File: config.mk
export PLATFORM = sky130hd
export DESIGN_NAME = cg_clock_ctrl
export DESIGN_NICKNAME = d
export VERILOG_FILES = /design/src/logic/cg_pkg.sv /design/src/logic/cg_clock_ctrl.sv /design/src/logic/cg_src_gate.sv
export SDC_FILE = /design/constraint.sdc
export NUM_CORES = 1
export LEC_CHECK = 0
export ABC_AREA = 1
export BUFFER_PORTS_ARGS = -buffer_cell sky130_fd_sc_hd__buf_2
export CORE_MARGIN = 2
export CORE_UTILIZATION = 55
export DETAILED_ROUTE_END_ITERATION = 8
export PLACE_DENSITY_LB_ADDON = 0.12
export SYNTH_ARGS = -nofsm -noshare
export SYNTH_HDL_FRONTEND = slang
export SYNTH_HIERARCHICAL = 1
export SYNTH_SLANG_ARGS = --single-unit
File: constraint.sdc
create_clock -name clk -period 2.6 [get_ports clk]
set_clock_uncertainty 0.05 [all_clocks]
set_input_delay 0.52 -clock clk [delete_from_list [all_inputs] [get_ports clk]]
set_output_delay 0.52 -clock clk [all_outputs]
set_load 0.05 [all_outputs]
File: src/logic/cg_pkg.sv
package cg_pkg;

    // -------------------------------------------------------------
    // Register map
    // -------------------------------------------------------------
    localparam logic [7:0] ADDR_CTRL = 8'h00;
    localparam logic [7:0] ADDR_SEL = 8'h04;
    localparam logic [7:0] ADDR_FREQ = 8'h08;
    localparam logic [7:0] ADDR_LSEN = 8'h0C;
    localparam logic [7:0] ADDR_STAT = 8'h10;

    // Field positions
    localparam int CTRL_MAIN = 0;
    localparam int CTRL_FAST = 1;
    localparam int CTRL_SUB = 2;
    localparam int SEL_REF_BIT = 4;
    localparam int STAT_BUSY = 3;
    localparam int STAT_SLEEP = 4;
    localparam int STAT_RUN_LSB = 8;

    // Values after reset and fast frequency limit
    localparam logic [2:0] CTRL_RST = 3'h5;
    localparam logic [3:0] LSEN_RST = 4'h1;
    localparam logic [2:0] FREQ_RST = 3'h0;
    localparam logic [2:0] FREQ_MAX = 3'h6;

    // Number of clock sources
    localparam int NSRC = 7;

    // -------------------------------------------------------------
    // Types
    // -------------------------------------------------------------
    typedef enum logic [2:0]
    {
        SRC_FAST = 3'h0,
        SRC_MAIN_XT = 3'h1,
        SRC_EXT_MAIN = 3'h2,
        SRC_SUB_XT = 3'h3,
        SRC_EXT_SUB = 3'h4,
        SRC_LOW = 3'h5,
        SRC_PLL = 3'h6
    } cg_src_t;

    typedef enum logic [1:0]
    {
        SW_IDLE = 2'h0,
        SW_DRAIN = 2'h1,
        SW_ARM = 2'h3
    } cg_sw_t;

    typedef struct packed
    {
        logic psel;
        logic penable;
        logic pwrite;
        logic [7:0] paddr;
        logic [31:0] pwdata;
    } cg_apb_req_t;

    typedef struct packed
    {
        logic pready;
        logic pslverr;
        logic [31:0] prdata;
    } cg_apb_rsp_t;

    // Oscillator run and input gate controls
    typedef struct packed
    {
        logic mainXt;
        logic extMain;
        logic fast;
        logic subXt;
        logic extSub;
    } cg_run_t;

    // Low-speed ticks to peripherals
    typedef struct packed
    {
        logic wdt;
        logic rtc;
        logic itv;
        logic tmra;
    } cg_low_t;

    localparam cg_run_t RUN_RST = 5'h04;

    typedef struct packed
    {
        logic [2:0] halt;
        cg_src_t sel;
        logic pllRef;
        logic [2:0] freq;
        logic [3:0] lsen;
        logic optDone;
        logic sleep;
        cg_src_t cur;
        cg_src_t tgt;
        cg_sw_t sw;
        logic sysTick;
        cg_low_t low;
        cg_run_t run;
        cg_apb_rsp_t rsp;
    } cg_main_st_t;

    localparam cg_main_st_t MAIN_RST = '{
        halt: CTRL_RST,
        sel: SRC_FAST,
        pllRef: 1'b0,
        freq: FREQ_RST,
        lsen: LSEN_RST,
        optDone: 1'b0,
        sleep: 1'b0,
        cur: SRC_FAST,
        tgt: SRC_FAST,
        sw: SW_IDLE,
        sysTick: 1'b0,
        low: 4'h0,
        run: RUN_RST,
        rsp: 34'h0
    };

endpackage

File: src/logic/cg_clock_ctrl.sv
// Behaviour
// - Main crystal stops on deep sleep or main halt bit.
// - After reset the fast internal oscillator drives the CPU.
// - Fast internal oscillator stops on deep sleep or its halt bit.
// - Option byte sets fast frequency; register changes it, 64 MHz max.
// - External main clock input blocked on deep sleep or main halt bit.
// - Subsystem crystal stops when the subsystem halt bit is set.
// - External subsystem input blocked when the subsystem halt bit is set.
// - Low-speed clock feeds CPU, watchdog, RTC, interval timer and timer A.
// - PLL selectable as system clock; reference is external or fast internal.
`timescale 1ns/1ps
module cg_clock_ctrl
    import cg_pkg::*;
(
    // Clock and reset
    input logic clk,
    input logic reset,
    // APB slave
    input cg_apb_req_t apbReq,
    output cg_apb_rsp_t apbRsp,
    // Power mode events
    input logic deepSleepCmd,
    input logic wakeEvent,
    // Option byte frequency code
    input logic [2:0] optFreq,
    // Source ticks, indexed by cg_src_t
    input logic [NSRC-1:0] srcTick,
    // Oscillator controls
    output cg_run_t oscRun,
    output logic [2:0] fastFreq,
    output logic pllRefInternal,
    // Clock outputs
    output logic sysTick,
    output cg_src_t curSrc,
    output cg_low_t lowTicks
);

    // -------------------------------------------------------------
    // Helpers
    // -------------------------------------------------------------
    function automatic logic [2:0] clampFreq(input logic [2:0] code);
        clampFreq = (code > FREQ_MAX) ? FREQ_MAX : code;
    endfunction

    function automatic logic [NSRC-1:0] srcBit(input cg_src_t src);
        srcBit = NSRC'(1) << src;
    endfunction

    cg_main_st_t st_r;
    cg_main_st_t st_nxt;
    logic [NSRC-1:0] runVec;
    logic [NSRC-1:0] gateEn;
    logic [NSRC-1:0] gated;
    logic access;
    logic done;

    // -------------------------------------------------------------
    // Source availability and gate requests
    // -------------------------------------------------------------
    always_comb
    begin
        runVec[SRC_FAST] = st_r.run.fast;
        runVec[SRC_MAIN_XT] = st_r.run.mainXt;
        runVec[SRC_EXT_MAIN] = st_r.run.extMain;
        runVec[SRC_SUB_XT] = st_r.run.subXt;
        runVec[SRC_EXT_SUB] = st_r.run.extSub;
        runVec[SRC_LOW] = 1'b1;
        // PLL runs only while its reference runs
        runVec[SRC_PLL] = st_r.pllRef ? st_r.run.fast
                                      : st_r.run.extMain;
        case (st_r.sw)
            SW_IDLE: gateEn = srcBit(st_r.cur) & runVec;
            SW_ARM: gateEn = srcBit(st_r.tgt) & runVec;
            default: gateEn = '0;
        endcase
    end

    // One glitch-free gate per source
    for (genvar i = 0; i < NSRC; i++)
    begin : gGate
        cg_src_gate uGate (
            .clk(clk),
            .reset(reset),
            .tick(srcTick[i]),
            .enable(gateEn[i]),
            .gatedTick(gated[i])
        );
    end

    assign access = apbReq.psel & apbReq.penable;
    assign done = access & st_r.rsp.pready;

    // -------------------------------------------------------------
    // Next state
    // -------------------------------------------------------------
    always_comb
    begin
        st_nxt = st_r;
        // APB: one wait state, answer registered
        st_nxt.rsp.pready = access & !st_r.rsp.pready;
        st_nxt.rsp.pslverr = 1'b0;
        st_nxt.rsp.prdata = 32'h0;
        if (access && !st_r.rsp.pready)
        begin
            case (apbReq.paddr)
                ADDR_CTRL: st_nxt.rsp.prdata[2:0] = st_r.halt;
                ADDR_SEL:
                begin
                    st_nxt.rsp.prdata[2:0] = st_r.sel;
                    st_nxt.rsp.prdata[SEL_REF_BIT] = st_r.pllRef;
                end
                ADDR_FREQ: st_nxt.rsp.prdata[2:0] = st_r.freq;
                ADDR_LSEN: st_nxt.rsp.prdata[3:0] = st_r.lsen;
                ADDR_STAT:
                begin
                    st_nxt.rsp.prdata[2:0] = st_r.cur;
                    st_nxt.rsp.prdata[STAT_BUSY] = (st_r.sw != SW_IDLE);
                    st_nxt.rsp.prdata[STAT_SLEEP] = st_r.sleep;
                    st_nxt.rsp.prdata[STAT_RUN_LSB+:5] = st_r.run;
                end
                default: st_nxt.rsp.pslverr = 1'b1;
            endcase
        end

        // Register writes at the completing edge
        if (done && apbReq.pwrite)
        begin
            case (apbReq.paddr)
                ADDR_CTRL: st_nxt.halt = apbReq.pwdata[2:0];
                ADDR_SEL:
                begin
                    if (apbReq.pwdata[2:0] <= 3'(SRC_PLL))
                    begin
                        st_nxt.sel = cg_src_t'(apbReq.pwdata[2:0]);
                    end
                    st_nxt.pllRef = apbReq.pwdata[SEL_REF_BIT];
                end
                ADDR_FREQ:
                begin
                    st_nxt.freq = clampFreq(apbReq.pwdata[2:0]);
                end
                ADDR_LSEN: st_nxt.lsen = apbReq.pwdata[3:0];
                default: st_nxt.lsen = st_r.lsen;
            endcase
        end

        // Option byte loads once after reset release
        if (!st_r.optDone)
        begin
            st_nxt.optDone = 1'b1;
            st_nxt.freq = clampFreq(optFreq);
        end

        // Deep sleep: entry wins over wake
        st_nxt.sleep = deepSleepCmd | (st_r.sleep & !wakeEvent);

        // Oscillator and input gate controls
        st_nxt.run.mainXt = !st_r.halt[CTRL_MAIN] & !st_r.sleep;
        st_nxt.run.extMain = !st_r.halt[CTRL_MAIN] & !st_r.sleep;
        st_nxt.run.fast = !st_r.halt[CTRL_FAST] & !st_r.sleep;
        st_nxt.run.subXt = !st_r.halt[CTRL_SUB];
        st_nxt.run.extSub = !st_r.halt[CTRL_SUB];

        // Source switch: drain old, break cycle, arm new
        case (st_r.sw)
            SW_IDLE:
            begin
                if (st_r.sel != st_r.cur)
                begin
                    st_nxt.tgt = st_r.sel;
                    st_nxt.sw = SW_DRAIN;
                end
            end
            SW_DRAIN:
            begin
                if (!srcTick[st_r.cur])
                begin
                    st_nxt.sw = SW_ARM;
                end
            end
            SW_ARM:
            begin
                if (st_r.sel != st_r.tgt)
                begin
                    st_nxt.cur = st_r.tgt;
                    st_nxt.tgt = st_r.sel;
                    st_nxt.sw = SW_DRAIN;
                end
                else if (gated[st_r.tgt])
                begin
                    st_nxt.cur = st_r.tgt;
                    st_nxt.sw = SW_IDLE;
                end
            end
            default: st_nxt.sw = SW_IDLE;
        endcase

        // Clock outputs
        st_nxt.sysTick = |gated;
        st_nxt.low.wdt = srcTick[SRC_LOW] & st_r.lsen[0];
        st_nxt.low.rtc = srcTick[SRC_LOW] & st_r.lsen[1];
        st_nxt.low.itv = srcTick[SRC_LOW] & st_r.lsen[2];
        st_nxt.low.tmra = srcTick[SRC_LOW] & st_r.lsen[3];
    end

    // State register, fast oscillator selected at reset
    always_ff @(posedge clk or posedge reset)
    begin
        if (reset)
        begin
            st_r <= MAIN_RST;
        end
        else
        begin
            st_r <= st_nxt;
        end
    end

    // -------------------------------------------------------------
    // Outputs
    // -------------------------------------------------------------
    assign apbRsp = st_r.rsp;
    assign oscRun = st_r.run;
    assign fastFreq = st_r.freq;
    assign pllRefInternal = st_r.pllRef;
    assign sysTick = st_r.sysTick;
    assign curSrc = st_r.cur;
    assign lowTicks = st_r.low;
endmodule

File: src/logic/cg_src_gate.sv
`timescale 1ns/1ps
module cg_src_gate
    import cg_pkg::*;
(
    // Clock and reset
    input logic clk,
    input logic reset,
    // Source tick and request
    input logic tick,
    input logic enable,
    // Gated tick
    output logic gatedTick
);

    typedef struct packed
    {
        logic en;
        logic out;
    } cg_gate_st_t;

    cg_gate_st_t st_r;
    cg_gate_st_t st_nxt;

    // Enable only moves while the tick is low
    always_comb
    begin
        st_nxt = st_r;
        if (!tick)
        begin
            st_nxt.en = enable;
        end
        st_nxt.out = tick & st_r.en;
    end

    // State register
    always_ff @(posedge clk or posedge reset)
    begin
        if (reset)
        begin
            st_r <= 2'h0;
        end
        else
        begin
            st_r <= st_nxt;
        end
    end

    assign gatedTick = st_r.out;
endmodule

## Word-level counts from Yosys, hierarchy flattened

Cells that the tools add are included.

- Order comparisons: 5
- Shifts and indexed selects: 2
- Reductions and logical operators: 23
- Equal/unequal tests: 14
- Bitwise gates (word level): 20
- Mux-type cells: 29

Operator list:

| cell | number |
|---|---|
| 2-to-1 mux 3 bit | 7 |
| 2-to-1 mux 5 bit | 4 |
| AND 1 bit | 17 |
| equality test 8 x 4 -> 1 bit, second input constant | 2 |
| one-hot mux 3 bit (5 select lines) | 1 |
| AND 7 bit | 2 |
| one-hot mux 7 bit (2 select lines) | 1 |
| left shift 1 x 3 -> 7 bit, first input constant | 2 |
| AND reduction 2 bit | 5 |
| AND reduction 3 bit | 3 |
| equality test 8 x 3 -> 1 bit, second input constant | 1 |
| equality test 8 x 5 -> 1 bit, second input constant | 1 |
| zero test 8 bit | 1 |
| < comparator 3 x 4 -> 1 bit, second input constant | 2 |
| 2-to-1 mux 7 bit | 1 |
| OR reduction 7 bit | 1 |
| binary-select mux 1 bit (select 3 bit) | 2 |
| > comparator 3 bit, second input constant | 2 |
| zero test 1 bit | 6 |
| 2-to-1 mux 2 bit | 3 |
| != test 2 bit, second input constant | 3 |
| != test 3 bit | 2 |
| one-hot mux 2 bit (3 select lines) | 1 |
| one-hot mux 3 bit (2 select lines) | 1 |
| 13 further kinds | 22 |

- Register bits after elaboration: 58
- Word-level logic and storage cells: 128
- Input port bits: 57

## Logic depth before layout (Yosys ltp)

- Word-level depth: 5
- Mapped depth: 11
- Depth with buffers taken out: 10

## Hierarchy

The synthesis kept the hierarchy.

By module, submodules not included:

| module | area an instance (sq um) | cells each | instances | sequential area each (sq um) |
|---|---|---|---|---|
| cg_clock_ctrl | 2693.8 | 361 | 1 | 1056.0 |
| cg_src_gate | 72.6 | 8 | 7 | 50.0 |

## Worst setup path before layout

No wires, ideal clock.

- Kind: input to register
- Start point: in apbReq[32] in the netlist's numbering
- End point: reg st_r[57] in the netlist's numbering
- Stages: 5
- Setup slack: 1.070 ns
- Data arrival time: 1.355 ns
- Required time: 2.425 ns
- Cell sequence: inv_1 -> nand2_1 -> nor3_4 -> nand3_2 -> mux2_4

- Longest elaborated chain between the ends: 2

Ends and longest elaborated chain:

| item | line | RTL |
|---|---|---|
| from (decl) | cg_clock_ctrl.sv:19 | `input cg_apb_req_t apbReq,` |
| equality test 8 x 4 -> 1 bit | cg_clock_ctrl.sv:128 | `case (apbReq.paddr)` |
| AND reduction 2 bit (no source line) | n/a |  |
| to (signal assigned) | cg_clock_ctrl.sv:215 | `st_r <= st_nxt;` |
| to (decl) | cg_clock_ctrl.sv:49 | `cg_main_st_t st_r;` |

No other way between the ends.
A chain may end at the register's enable or synchronous reset.

## Worst setup path in the final report

- Start point: reg st_r, in the netlist curSrc[0]
- End point: out curSrc[0]

RTL lines:

| item | line | RTL |
|---|---|---|
| to (decl) | cg_clock_ctrl.sv:34 | `output cg_src_t curSrc,` |

No word-level cell between the ends.

==> results.cfg <==
[status]
outcome = completed

[sta]
setup_tns_ns = 0
relSlewSlack_pct = 63.1
fin_ws_ns = 0.770
final.period_utilization_pct = 70.4
maxSlewViolCount = 0
min_period_ns = 1.83
finalHoldViolations = 0
fmax_mhz = 546
holdWs_ns = 0.0840
tightest_slew_ns = 0.553
setup-violations-final = 0
rsz0062_at_grt = no

[cells_and_area]
final_common_cell = nand2_1
drive_above_1_share_pct = 20.2
area_growth_syn_to_layout_pct = 5.16
design_area_sq_mm = 0.00337
fin_cells = 523
fill_cells = 525
nets = 510
multi_input_area_sq_mm = 0.00122
ff_latch_area_sq_mm = 0.00141
final_cell_mix = 115 x nand2_1, 60 x inv_1, 58 x buf_2
antenna_cells = 0

[cts]
cts_setup_buffers = 0
cts_tree = yes
clkTransAtPathRegs_ns = 0.10
cts-root-buf = clkbuf_8
clkSinkCount = 56
clock_latency_ns = 0.31
cts_resized = 0
cts.path.max_buffers = 2
ctsHoldBuffers = 0
cts_buffers = 5
cts.htree.levels = 2

[die]
die_h_microns = 80.3
die_w_microns = 80.3
die_area_sq_mm = 0.00645
rows = 27
ios = 108
core_sq_mm = 0.00557
start_util_pct = 57.4

[yosys]
yosys_warnings = 6
synthCells = 417
synth_cell_type_count = 33
synth_top_family_by_area = simple AND/OR/NAND/NOR gates
synth_seq_area_share_pct = 43.9
synthAdderAreaFrac_pct = 1.17
ys_ff_latch = 56
synth_xor_area_share_pct = 0.547
synthesis.area_sq_mm = 0.00320
synthSimpleGateAreaFrac_pct = 26.0
avgSynthCellArea_sq_um = 7.68
yosys.area.top_type_share_pct = 40.6
muxShareOfSynthArea_pct = 0.469
ys_top_cells_by_area = dfrtp_1 41%, nand2_1 13%, buf_4 12%
synth_compound_area_share_pct = 7.35
yosysTopAreaCell = dfrtp_1

[setup_path]
path_delay_family = flip-flops
path_cells = buf_2
r2r_cells = 10
r2r_slack_ns = 0.89
r2r_start = st_r[44]
crit_fanout = 11
crit_path_start_kind = register
cp-end-kind = output pin
timing.rr.end = st_r[48]
path_class = reg2out
required_ns = 2.03
cp_data_arrival_time_ns = 1.26
slowest_delay_ns = 0.61
critPathBufInv = 1
slowest_stage = dfrtp_1

[drt]
dr.pass1.iters = 5
drc = 0
drtIter0Drc = 186
routedWlPerCell_microns = 12.4
drt_wl_total_microns = 6480
viasPerCell = 4.85
num_vias = 2538
ant_nets = 0

[place]
dp_hpwl_microns = 5140
dpl_cell_area_sq_mm = 0.00327
post-place-ws_ns = 0.615
gp_congestion = 0.978
port_buffers = 58
dp_cells = 515

[pwr]
p_sw_mw = 0.689
p_sw_share_pct = 35.4
powerDensity_mw_per_mm2 = 579
combinationalPowerShare_pct = 27.0
leakage_nw = 1.94
ir_drop_mv = 0.431
p_int_mw = 1.26
seqPwrFrac_pct = 48.1
clock_power_share_pct = 24.9

[global_routing]
grt_first_pass_wirelength_microns = 10600
grt_pass1_vias = 2336
grt.total_usage_pct = 21.3
grt_overflow = 0
grt_max_degree = 31
antenna_found_initial = 0

[flow_run]
max_cap_violations = 0

[min_path]
min_path_type = in2async
-- how the worst max path moves through the flow --
stage,to,startpoint,cells past startpoint,slack (ns)
after floorplan,apbRsp[0],reset,1,1.06
after global placement,st_r[64],apbReq[38],9,0.66
after detailed placement,st_r[62],apbReq[38],9,0.62
after CTS,curSrc[0],curSrc[0],1,0.78
after global routing,st_r[46],st_r[44],10,0.70
final,curSrc[0],curSrc[0],1,0.77
-- synth_stat cells --
| library cell | number |
|---|---|
| buf_4 | 52 |
| conb_1 | 2 |
| o21ai_2 | 1 |
| ha_1 | 3 |
| o21bai_1 | 1 |
| nor2_2 | 2 |
| dfstp_2 | 4 |
| nor3b_2 | 1 |
| o21ai_1 | 5 |
| buf_2 | 1 |
| inv_1 | 60 |
| nor3_1 | 4 |
| nand4_1 | 2 |
| a21oi_1 | 16 |
| inv_2 | 5 |
| mux2_4 | 1 |
| a21oi_2 | 1 |
| nand2_1 | 115 |
| nor3_4 | 2 |
| buf_6 | 1 |
| nor4_1 | 1 |
| a22oi_1 | 1 |
| o21ai_0 | 15 |
| nand2_2 | 4 |
| o211ai_1 | 1 |
| nor3_2 | 1 |
| nand3_2 | 2 |
| a31oi_1 | 1 |
| dfrtp_1 | 52 |
| nor2_1 | 29 |
| nand3_1 | 28 |
| a221oi_1 | 1 |
| xnor2_1 | 2 |
-- per-layer routing --
metal	GRT usage (%)	wire length, microns	vias up
met5	0	0	-
met3	3.71	323	2
met4	3.56	23	0
met2	35.5	3100	85
met1	29.7	3030	1174
li1	-	-	1277
-- per-stage QoR --
stage	power, mW	utilization, %
finish	1.95	60.4
global route	2.07	60.4
CTS	1.97	60.4
detailed placement	1.47	58.7
global placement	1.46	58.7
floorplan	1.39	-
-- power groups by stage --
| stage | Sequential (mW) | Combinational [mW] | Clock, mW |
|---|---|---|---|
| 3_5_place_dp | 0.955 | 0.519 | 0 |
| 6_report | 0.938 | 0.526 | 0.486 |
| 2_1_floorplan | 0.956 | 0.431 | 0 |
| 3_3_place_gp | 0.955 | 0.510 | 0 |
| 5_1_grt | 0.944 | 0.588 | 0.533 |
| 4_1_cts | 0.938 | 0.524 | 0.505 |
-- final cells by class --
type                    count  area share, %
clock buffers               6           2.45
clock inverters             2          0.297
multi-input cells         263           36.3
well taps                  72           2.68
repair buffers             59           9.22
flip-flops and latches     56           41.8
inverters                  65           7.25
-- state kept, by name (all words and copies together), names as in the netlist --
signal                 flops
st_r                      17
apbRsp                    10
gGate.uGate/gatedTick      7
gGate.uGate/st_r           7
lowTicks                   4
curSrc                     3
fastFreq                   3
oscRun                     3
pllRefInternal             1
sysTick                    1
-- cells by family (layout without fill, tap and decap cells) --
logic type               Yosys count  in the layout
adder cells (fa/ha/maj)            3              3
buffers and inverters            119            132
XOR/XNOR                           2              2
flip-flops                        56             56
AO/OA/AOI/OAI                     43             43
multiplexers                       1              1
other                              2             23
AND/OR/NAND/NOR                  191            191
(Power assumes the default switching activity.)
